File: src/hw/fvr_adc_pkg.sv
// package: register map, fields and timing for the reference and converter setup block
package fvr_adc_pkg;
  // ---------------------------------------------------------------
  // register byte addresses
  // ---------------------------------------------------------------
  localparam logic [7:0] REF_CTRL_ADDR  = 8'h00;
  localparam logic [7:0] CONV_CTRL0_ADDR = 8'h04;
  localparam logic [7:0] CONV_CTRL1_ADDR = 8'h08;
  localparam logic [7:0] RES_HIGH_ADDR  = 8'h0C;
  localparam logic [7:0] RES_LOW_ADDR   = 8'h10;
  localparam logic [7:0] STATUS_ADDR    = 8'h14;
  localparam logic [7:0] ANALOG_IN_ADDR = 8'h18;
  // ---------------------------------------------------------------
  // field positions
  // ---------------------------------------------------------------
  localparam int REF_EN_BIT    = 7;
  localparam int REF_RDY_BIT   = 6;
  localparam int CDA_GAIN_LSB  = 2;
  localparam int ADC_GAIN_LSB  = 0;
  localparam int CONV_ON_BIT   = 0;
  localparam int GO_BIT        = 1;
  localparam int CHAN_LSB      = 2;
  localparam int PREF_LSB      = 0;
  localparam int DONE_BIT      = 0;
  localparam int WAKE_EN_BIT   = 1;
  // ---------------------------------------------------------------
  // reset values and encodings
  // ---------------------------------------------------------------
  localparam logic [7:0] REF_CTRL_RST  = 8'h00;
  localparam logic [7:0] CONV_CTRL_RST = 8'h00;
  localparam logic [1:0] GAIN_OFF      = 2'h0;
  localparam logic [3:0] CHAN_DAC      = 4'h8;
  localparam logic [3:0] CHAN_FIXREF   = 4'h9;
  localparam logic [1:0] PREF_SUPPLY   = 2'h0;
  localparam logic [1:0] PREF_EXTPIN   = 2'h1;
  localparam logic [1:0] PREF_FIXREF   = 2'h2;
  // ---------------------------------------------------------------
  // timing
  // ---------------------------------------------------------------
  localparam int CLK_MHZ         = 100;
  localparam int REF_SETTLE_NS   = 1000;
  localparam int REF_SETTLE_CYC  = (REF_SETTLE_NS * CLK_MHZ + 999) / 1000;
  localparam int BIT_TIME_CYC    = 4;
  localparam int RESULT_BITS     = 10;
endpackage

File: src/hw/fvr_adc_setup.sv
// module: fixed reference control and successive-approximation converter sequencer
`timescale 1ns/1ns
module fvr_adc_setup
  import fvr_adc_pkg::*;
#(
  parameter bit HAS_LDO = 1'b0
)(
  // clock and reset
  input  wire logic        ref_clk,
  input  wire logic        rst,
  // apb slave
  input  wire logic        psel,
  input  wire logic        penable,
  input  wire logic        pwrite,
  input  wire logic [7:0]  paddr,
  input  wire logic [31:0] pwdata,
  output logic             pready,
  output logic [31:0]      prdata,
  output logic             pslverr,
  // analog side
  input  wire logic        compIn,
  output logic [1:0]       cmpDacGain,
  output logic [1:0]       convRefGain,
  output logic             refPowerOn,
  output logic [3:0]       channelSelect,
  output logic [1:0]       positiveRefSelect,
  output logic [9:0]       dacTrial,
  output logic             sampleHold,
  // events
  output logic             convDone,
  output logic             wakeReq
);
  // ---------------------------------------------------------------
  // state
  // ---------------------------------------------------------------
  typedef enum logic [1:0] {IDLE = 2'b00, SAMPLE = 2'b01, CONVERT = 2'b10} conv_t;
  conv_t       state_r;
  conv_t       state_nxt;
  logic [7:0]  refCtrl_r;
  logic [15:0] settle_r;
  logic        refReady_r;
  logic        convOn_r;
  logic        go_r;
  logic [3:0]  chan_r;
  logic [1:0]  pref_r;
  logic [7:0]  analogIn_r;
  logic        done_r;
  logic        wakeEn_r;
  logic [9:0]  sar_r;
  logic [9:0]  result_r;
  logic [3:0]  bitIdx_r;
  logic [7:0]  tick_r;
  logic        cmpSync1_r;
  logic        cmpSync2_r;
  // ---------------------------------------------------------------
  // bus decode
  // ---------------------------------------------------------------
  wire wrEn     = psel & penable & pwrite;
  wire hitRef   = paddr == REF_CTRL_ADDR;
  wire hitC0    = paddr == CONV_CTRL0_ADDR;
  wire hitC1    = paddr == CONV_CTRL1_ADDR;
  wire hitHi    = paddr == RES_HIGH_ADDR;
  wire hitLo    = paddr == RES_LOW_ADDR;
  wire hitSt    = paddr == STATUS_ADDR;
  wire hitAn    = paddr == ANALOG_IN_ADDR;
  wire mapped   = hitRef | hitC0 | hitC1 | hitHi | hitLo | hitSt | hitAn;
  wire refEn    = refCtrl_r[REF_EN_BIT];
  wire rdyView  = HAS_LDO ? 1'b1 : (refEn & refReady_r);
  wire [7:0] refView = {refEn, rdyView, 2'b00, refCtrl_r[3:0]};
  wire [7:0] c0View  = {2'b00, chan_r, go_r, convOn_r};
  wire [31:0] rdMux =
      hitRef ? {24'h000000, refView} :
      hitC0  ? {24'h000000, c0View} :
      hitC1  ? {30'h00000000, pref_r} :
      hitHi  ? {30'h00000000, result_r[9:8]} :
      hitLo  ? {24'h000000, result_r[7:0]} :
      hitSt  ? {30'h00000000, wakeEn_r, done_r} :
      hitAn  ? {24'h000000, analogIn_r} : 32'h00000000;
  // ---------------------------------------------------------------
  // converter sequencing decode
  // ---------------------------------------------------------------
  wire goWrite   = wrEn & hitC0 & pwdata[GO_BIT] & pwdata[CONV_ON_BIT];
  wire goClear   = wrEn & hitC0 & ~pwdata[GO_BIT];
  wire tickDone  = tick_r == 8'(BIT_TIME_CYC - 1);
  wire lastBit   = bitIdx_r == 4'h0;
  wire finish    = (state_r == CONVERT) & tickDone & lastBit;
  wire abortConv = (state_r != IDLE) & (goClear | ~convOn_r);
  wire [9:0] sarKeep = cmpSync2_r ? sar_r : (sar_r & ~(10'h001 << bitIdx_r));
  wire [9:0] sarNext = lastBit ? sarKeep : (sarKeep | (10'h001 << (bitIdx_r - 4'h1)));
  wire doneSet   = finish;
  wire doneClr   = wrEn & hitSt & pwdata[DONE_BIT];
  wire [1:0] pgain = refEn ? refCtrl_r[3:2] : GAIN_OFF;
  wire [1:0] again = refEn ? refCtrl_r[1:0] : GAIN_OFF;
  always_comb
  begin
    state_nxt = state_r;
    unique case (state_r)
      IDLE:    if (goWrite) state_nxt = SAMPLE;
      SAMPLE:  if (abortConv) state_nxt = IDLE;
               else if (tickDone) state_nxt = CONVERT;
      CONVERT: if (abortConv | finish) state_nxt = IDLE;
      default: state_nxt = IDLE;
    endcase
  end
  // ---------------------------------------------------------------
  // registers
  // ---------------------------------------------------------------
  always_ff @(posedge ref_clk or posedge rst)
  begin
    if (rst)
    begin
      refCtrl_r  <= REF_CTRL_RST;
      convOn_r   <= 1'b0;
      chan_r     <= 4'h0;
      pref_r     <= PREF_SUPPLY;
      analogIn_r <= 8'h00;
      wakeEn_r   <= 1'b0;
    end
    else if (wrEn)
    begin
      if (hitRef) refCtrl_r <= {pwdata[7], 3'b000, pwdata[3:0]};
      if (hitC0)
      begin
        convOn_r <= pwdata[CONV_ON_BIT];
        chan_r   <= pwdata[5:2];
      end
      if (hitC1) pref_r <= (pwdata[1:0] == 2'h3) ? PREF_SUPPLY : pwdata[1:0];
      if (hitAn) analogIn_r <= pwdata[7:0];
      if (hitSt) wakeEn_r <= pwdata[WAKE_EN_BIT];
    end
  end
  always_ff @(posedge ref_clk or posedge rst)
  begin
    if (rst)
    begin
      settle_r   <= 16'h0000;
      refReady_r <= 1'b0;
    end
    else if (!refEn)
    begin
      settle_r   <= 16'h0000;
      refReady_r <= 1'b0;
    end
    else if (settle_r == 16'(REF_SETTLE_CYC - 1))
      refReady_r <= 1'b1;
    else
      settle_r   <= settle_r + 16'h0001;
  end
  always_ff @(posedge ref_clk or posedge rst)
  begin
    if (rst)
    begin
      cmpSync1_r <= 1'b0;
      cmpSync2_r <= 1'b0;
    end
    else
    begin
      cmpSync1_r <= compIn;
      cmpSync2_r <= cmpSync1_r;
    end
  end
  always_ff @(posedge ref_clk or posedge rst)
  begin
    if (rst)
    begin
      state_r  <= IDLE;
      go_r     <= 1'b0;
      tick_r   <= 8'h00;
      bitIdx_r <= 4'h0;
      sar_r    <= 10'h000;
      result_r <= 10'h000;
      done_r   <= 1'b0;
    end
    else
    begin
      state_r <= state_nxt;
      tick_r  <= (state_r == IDLE || tickDone) ? 8'h00 : tick_r + 8'h01;
      if (goWrite && state_r == IDLE)
      begin
        go_r     <= 1'b1;
        bitIdx_r <= 4'(RESULT_BITS - 1);
        sar_r    <= 10'h200;
      end
      else if (abortConv)
      begin
        go_r     <= 1'b0;
        result_r <= sar_r; // partial result kept on abort
      end
      else if (state_r == CONVERT && tickDone)
      begin
        sar_r <= sarNext;
        if (lastBit)
        begin
          go_r     <= 1'b0;
          result_r <= sarKeep;
        end
        else
          bitIdx_r <= bitIdx_r - 4'h1;
      end
      // set wins over a same-cycle software clear
      done_r <= doneSet | (done_r & ~doneClr);
    end
  end
  // ---------------------------------------------------------------
  // outputs, all from flip-flops
  // ---------------------------------------------------------------
  always_ff @(posedge ref_clk or posedge rst)
  begin
    if (rst)
    begin
      pready            <= 1'b0;
      prdata            <= 32'h00000000;
      pslverr           <= 1'b0;
      cmpDacGain        <= GAIN_OFF;
      convRefGain       <= GAIN_OFF;
      refPowerOn        <= 1'b0;
      channelSelect     <= 4'h0;
      positiveRefSelect <= PREF_SUPPLY;
      dacTrial          <= 10'h000;
      sampleHold        <= 1'b0;
      convDone          <= 1'b0;
      wakeReq           <= 1'b0;
    end
    else
    begin
      pready            <= psel & ~penable;
      prdata            <= (psel & ~penable & ~pwrite) ? rdMux : prdata;
      pslverr           <= psel & ~penable & ~mapped;
      cmpDacGain        <= pgain;
      convRefGain       <= again;
      refPowerOn        <= refEn;
      channelSelect     <= chan_r;
      positiveRefSelect <= pref_r;
      dacTrial          <= sar_r;
      sampleHold        <= state_r == SAMPLE;
      convDone          <= doneSet;
      wakeReq           <= doneSet & wakeEn_r;
    end
  end
  // ---------------------------------------------------------------
  // checks
  // ---------------------------------------------------------------
  ready_off_a: assert property (@(posedge ref_clk) disable iff (rst)
    (!HAS_LDO && !refEn) |-> !rdyView) else $error("ready flag set while reference off");
  ldo_ready_a: assert property (@(posedge ref_clk) disable iff (rst)
    HAS_LDO |-> rdyView) else $error("ready flag low on regulator variant");
  gain_off_a: assert property (@(posedge ref_clk) disable iff (rst)
    !refEn |=> (cmpDacGain == GAIN_OFF && convRefGain == GAIN_OFF)) else $error("gain on while disabled");
  cda_gain_a: assert property (@(posedge ref_clk) disable iff (rst)
    refEn |=> cmpDacGain == $past(refCtrl_r[3:2])) else $error("comparator gain mismatch");
  done_go_a: assert property (@(posedge ref_clk) disable iff (rst)
    finish |=> (!go_r && done_r && result_r == $past(sarKeep))) else $error("completion effects missing");
  start_go_a: assert property (@(posedge ref_clk) disable iff (rst)
    (goWrite && state_r == IDLE) |=> (go_r && state_r == SAMPLE)) else $error("conversion did not start");
  conv_len_a: assert property (@(posedge ref_clk) disable iff (rst)
    (state_r == IDLE ##1 state_r == SAMPLE) |-> ##[1:60] (state_r == IDLE)) else $error("conversion too long");
  wake_evt_a: assert property (@(posedge ref_clk) disable iff (rst)
    (finish && wakeEn_r) |=> wakeReq) else $error("no wake on completion");
  chan_route_a: assert property (@(posedge ref_clk) disable iff (rst)
    (wrEn && hitC0) |=> ##1 channelSelect == $past(pwdata[5:2], 2)) else $error("channel not routed");
  conv_done_c: cover property (@(posedge ref_clk) finish);
  abort_c:     cover property (@(posedge ref_clk) abortConv);
  ready_c:     cover property (@(posedge ref_clk) refEn && refReady_r);
endmodule // fvr_adc_setup

File: config.mk
export PLATFORM = sky130hd
export DESIGN_NAME = fvr_adc_setup
export DESIGN_NICKNAME = d
export VERILOG_FILES = /design/src/hw/fvr_adc_pkg.sv /design/src/hw/fvr_adc_setup.sv
export SDC_FILE = /design/constraint.sdc
export NUM_CORES = 1
export LEC_CHECK = 0
export BUFFER_PORTS_ARGS = -buffer_cell sky130_fd_sc_hd__clkbuf_2
export CORE_ASPECT_RATIO = 2
export CORE_UTILIZATION = 59
export DETAILED_ROUTE_END_ITERATION = 10
export GPL_TIMING_DRIVEN = 0
export PLACE_DENSITY_LB_ADDON = 0.05
export SETUP_SLACK_MARGIN = 0.15
export SLEW_MARGIN = 20
export SYNTH_ARGS = -nofsm -noshare
export SYNTH_HDL_FRONTEND = slang
export SYNTH_SLANG_ARGS = --single-unit
File: constraint.sdc
create_clock -name ref_clk -period 6.8 [get_ports ref_clk]
set_input_delay 0.68 -clock ref_clk [delete_from_list [all_inputs] [get_ports ref_clk]]
set_output_delay 0.68 -clock ref_clk [all_outputs]
set_load 0.05 [all_outputs]
Yosys cells after proc, flatten, opt, wreduce, memory -nomap -nowiden --
Index checks and enable logic that the tools add are counted.
Cells by class: add/sub/neg operators 3, eq/ne operators 18, shift-type cells 2, mux-type cells 36, bitwise gates (word level) 36, reduce and logical (&&, ||, !) cells 22
Operator list (number):
- 2-to-1 mux 10 bit | 8
- 2-to-1 mux 8 bit | 8
- 2-to-1 mux 16 bit | 2
- equality test 8 x 5 -> 1 bit (second input constant) | 3
- << shifter 1 x 4 -> 10 bit (first input constant) | 2
- AND 1 bit | 17
- adder 16 x 1 -> 16 bit (second input constant) | 1
- equality test 16 x 7 -> 1 bit (second input constant) | 1
- equality test 8 x 4 -> 1 bit (second input constant) | 2
- 2-to-1 mux 4 bit | 4
- 2-to-1 mux 2 bit | 7
- AND reduction 2 bit | 7
- AND 10 bit | 1
- inverter 10 bit | 1
- bitwise OR 10 bit | 1
- bitwise OR 1 bit | 9
- AND reduction 3 bit | 3
- adder 8 x 1 -> 8 bit (second input constant) | 1
- equality test 8 x 2 -> 1 bit (second input constant) | 1
- equality test 8 x 3 -> 1 bit (second input constant) | 1
- logical NOT 8 bit | 1
- != test 2 x 1 -> 1 bit (second input constant) | 4
- nonzero test 2 bit | 4
- inverter 1 bit | 7
- other kinds (12) | 21
Storage, ports and cells: flip-flop bits (word level) 134, input port bits 46, output and inout port bits 58, word-level logic and storage cells 146

Logic depth before layout (Yosys ltp) --
word-level depth 9, depth in mapped cells 8, depth with buffers taken out 7

Worst setup path after synthesis --
No wires, ideal clock.
kind input to register, start input paddr[7], end register analogIn_r[0], library setup time 0.125 ns, arrival 2.463 ns, required time 6.675 ns, path slack 4.213 ns, stages on the path 7, path buffers 2, cells stage by stage or4_4 > or2_1 > buf_2 > nor2b_2 > and3_1 > buf_2 > mux2_2
Between the ends: word-level cells in the longest chain between the ends 2
Ends and longest elaborated chain:
- start, declared | line fvr_adc_setup.sv:15 | input wire logic [7:0] paddr,
- equality test 8 x 5 -> 1 bit | line fvr_adc_setup.sv:65 | wire hitAn = paddr == ANALOG_IN_ADDR;
- AND reduction 2 bit (no line)
- end signal, assigned | line fvr_adc_setup.sv:128 | if (hitAn) analogIn_r <= pwdata[7:0];
- end, declared | line fvr_adc_setup.sv:46 | logic [7:0] analogIn_r;
No other way between the ends. A chain may end at the register's enable or synchronous reset.

Worst setup path in the final report --
start input paddr[7], end register bitIdx_r[2]
Between the ends: word-level cells in the longest chain between the ends 7, elaborated cells between the ends (all ways) 13, classes of those cells eq/ne (3); mux (1); bitwise (6); reduce/logical (3)
Ends and longest elaborated chain:
- equality test 8 x 3 -> 1 bit * | line fvr_adc_setup.sv:60 | wire hitC0 = paddr == CONV_CTRL0_ADDR;
- AND 1 bit * | line fvr_adc_setup.sv:82, fvr_adc_setup.sv:83
- AND 1 bit, on equally long branches | line fvr_adc_setup.sv:83, fvr_adc_setup.sv:82
- bitwise OR 1 bit or AND 1 bit (tied branches) | line fvr_adc_setup.sv:87, fvr_adc_setup.sv:82
- AND 1 bit or logical AND 1 bit (tied branches) | line fvr_adc_setup.sv:87, fvr_adc_setup.sv:178
- != test 2 x 1 -> 1 bit (no line) or nonzero test 2 bit (tied branches)
- AND reduction 3 bit (no line)
- end signal, assigned | line fvr_adc_setup.sv:181 | bitIdx_r <= 4'(RESULT_BITS - 1);
- end signal, assigned | line fvr_adc_setup.sv:198 | bitIdx_r <= bitIdx_r - 4'h1;
- end, declared | line fvr_adc_setup.sv:51 | logic [3:0] bitIdx_r;
Mark *: on every way between the ends. The rest lies on a longest branch, timed or not.

==> results.sh <==
export IMPL_netlist_instances=463
export IMPL_cts_clk_slew_worst_paths_ns=0.07
export IMPL_start_kind="input pin"
export IMPL_area_growth_pct=16.2
export IMPL_post_cts_buffers=0
export IMPL_power_density_nw_per_um2=220
export IMPL_rsz0062_at_grt="no"
export IMPL_rows=47
export IMPL_crit_path_max_fanout=5
export IMPL_clockBufferDepth=2
export IMPL_critPathRequiredTime_ns=7.02
export IMPL_antenna_found_initial=0
export IMPL_synth_edff_count=0
export IMPL_core_region_area_sq_um=8350
export IMPL_worst_r2r_setup_slack_ns=4.03
export IMPL_io_buffers=54
export IMPL_cts_root_buf="clkbuf_16"
export IMPL_ys_ff_latch=110
export IMPL_syn_avg_cell_area_sq_um=11.1
export IMPL_p_leak_nw=2.91
export IMPL_max_cap_violations=0
export IMPL_drc_errors=0
export IMPL_netlist_cell_type_count=66
export IMPL_run_status="complete, no violations"
export IMPL_setup_viol=0
export IMPL_ir_worst_vdd_mv=0.152
export IMPL_syn_area_sq_um=5160
export IMPL_yosys_warnings=0
export IMPL_postRouteAntennaNets=0
export IMPL_drt_iter0_markers=195
export IMPL_synth_seq_area_share=0.533
export IMPL_grt_max_degree=59
export IMPL_vias_per_cell=5.64
export IMPL_min_period_ns=2.80
export IMPL_dieWidth_microns=68.1
export IMPL_cts_resized=0
export IMPL_grt_pass1_wl_microns=18400
export IMPL_grt_use_total=0.281
export IMPL_start_util=0.618
export IMPL_hold_buffers=0
export IMPL_gp_congestion=0.961
export IMPL_worst_r2r_path_depth=6
export IMPL_hpwlAfterDp_microns=8990
export IMPL_synthFlopType="dfrtp_1"
export IMPL_fmax_mhz=357
export IMPL_wl_per_cell_microns=17.9
export IMPL_antennaDiodeCount=0
export IMPL_hold_class="in -> async"
export IMPL_fin_util=0.718
export IMPL_vias=3696
export IMPL_clock_skew_ns=0.00723
export IMPL_drv_slew=0
export IMPL_async_reset_ff_frac=1.00
export IMPL_cts_tree="built"
export IMPL_r2r_start="bitIdx_r[0]"
export IMPL_relSlewSlack=0.358
export IMPL_die_y_microns=134
export IMPL_h_tree_depth=3
export IMPL_dr_pass1_iters=5
export IMPL_end_kind="flop"
export IMPL_ios=104
export IMPL_criticalPathCategory="in -> reg"
export IMPL_worstMarginPinSlew_ns=0.955
export IMPL_insertion_delay_ns=0.35
export IMPL_drive_gt1_frac=0.260
export IMPL_clock_sinks=110
export IMPL_fin_crit_sh=0.412
export IMPL_timing_setup_tns_ns=0
export IMPL_die_area_sq_um=9150
export IMPL_wirelength_microns=11700
export IMPL_critPathArrivalTime_ns=3.02
export IMPL_hold_viol=0
export IMPL_cts_made_buffers=9
export IMPL_rr_endpoint="result_r[5]"
export IMPL_fin_nets=607
export IMPL_grt_pass1_vias=3692
export IMPL_dp_cells=639
export IMPL_grt_ovfl_total=0
export IMPL_finalNonFillerCells=655
-- synthesized netlist by cell type, types with 8 or more instances --
cell type,count,area share
nor3_1,8,0.0078
o21ai_0,20,0.019
mux2_2,30,0.065
o21ai_1,12,0.012
xor2_1,9,0.015
nand3_1,15,0.015
nor4_1,9,0.011
clkbuf_1,9,0.0065
nand2_1,29,0.021
ha_1,9,0.022
xnor2_1,9,0.015
dfrtp_1,110,0.53
inv_1,12,0.0087
buf_4,24,0.035
nor2_1,21,0.015
and2_1,18,0.022
a21oi_1,10,0.0097
nor2b_1,9,0.011
-- where the power goes --
group	switching, mW	internal [mW]
combinational	0.0679	0.0256
sequential	0.00334	0.659
clock	0.232	0.333
total	0.303	1.02
-- layout make-up --
cell class	count	area, sq um
fillers	648	2350
repair buffers	55	298
plain buffers	39	249
clock buffers	11	243
inverters	13	53.8
clock inverters	5	82.6
well taps	98	123
multi-input cells	324	2200
flip-flops and latches	110	2750
-- cells by family after synthesis --
| family | synth area share |
|---|---|
| adder cells (fa/ha/maj) | 0.0218 |
| other | 0.000727 |
| AND/OR/NAND/NOR | 0.184 |
| flip-flops | 0.533 |
| multiplexers | 0.0754 |
| AO/OA/AOI/OAI | 0.0960 |
| XOR/XNOR | 0.0306 |
| buffers and inverters | 0.0577 |
-- cell usage in the layout, fill, tap and decap left out, types with 9 or more instances in the layout --
cell / count
nor2b_1: 9
clkbuf_1: 10
clkbuf_2: 54
nand2_1: 29
nand3_1: 15
ha_1: 9
conb_1: 24
inv_1: 11
mux2_2: 30
dfrtp_1: 110
nor4_1: 9
and2_1: 18
o21ai_0: 20
nor2_1: 21
buf_4: 24
xnor2_1: 9
o21ai_1: 12
a21oi_1: 10
clkbuf_16: 9
xor2_1: 9
-- registers in the layout, indices dropped and copies added (netlist names), 2 cells and up --
signal	count
settle_r	16
dacTrial	10
result_r	10
sar_r	10
analogIn_r	8
prdata	8
tick_r	8
refCtrl_r	5
bitIdx_r	4
chan_r	4
channelSelect	4
cmpDacGain	2
convRefGain	2
positiveRefSelect	2
pref_r	2
state_r	2
-- through the flow --
stage               power, mW  hold WS [ns]  setup WS (ns)  instance area, sq um
finish                   1.32         0.348           4.00                  6000
global route             1.36         0.360           3.86                  6000
CTS                      1.33         0.357           4.04                  6000
detailed placement      0.768         0.340           3.74                  5670
global placement        0.764         0.338           2.20                  5640
floorplan               0.745         0.331           3.22                  5250
-- worst max-delay path by stage --
stage                            from            end  slack, ns  cells after the start
after CTS                 bitIdx_r[0]    result_r[8]       4.04                      6
after detailed placement     paddr[7]    bitIdx_r[2]       3.74                      6
after global routing      bitIdx_r[0]    result_r[8]       3.86                      6
final                        paddr[7]    bitIdx_r[2]       4.00                      6
after floorplan                   rst  analogIn_r[0]       3.22                      1
after global placement            rst    dacTrial[6]       2.20                      2
-- worst max-delay path, cell delays in order --
cell,delay [ns]
clkbuf_2,0.11
or4_4,0.56
nor3_1,0.76
nand3_1,0.38
a21oi_1,0.38
o22ai_1,0.14
-- per-layer routing --
metal  vias up  routed length (microns)  global-route usage
li1       1764                        -                   -
met2       128                     6610               0.504
met5         -                        0                   0
met1      1756                     3910               0.275
met4         0                      669               0.181
met3        48                      550              0.0544
Power figures use the tool's default switching activity.
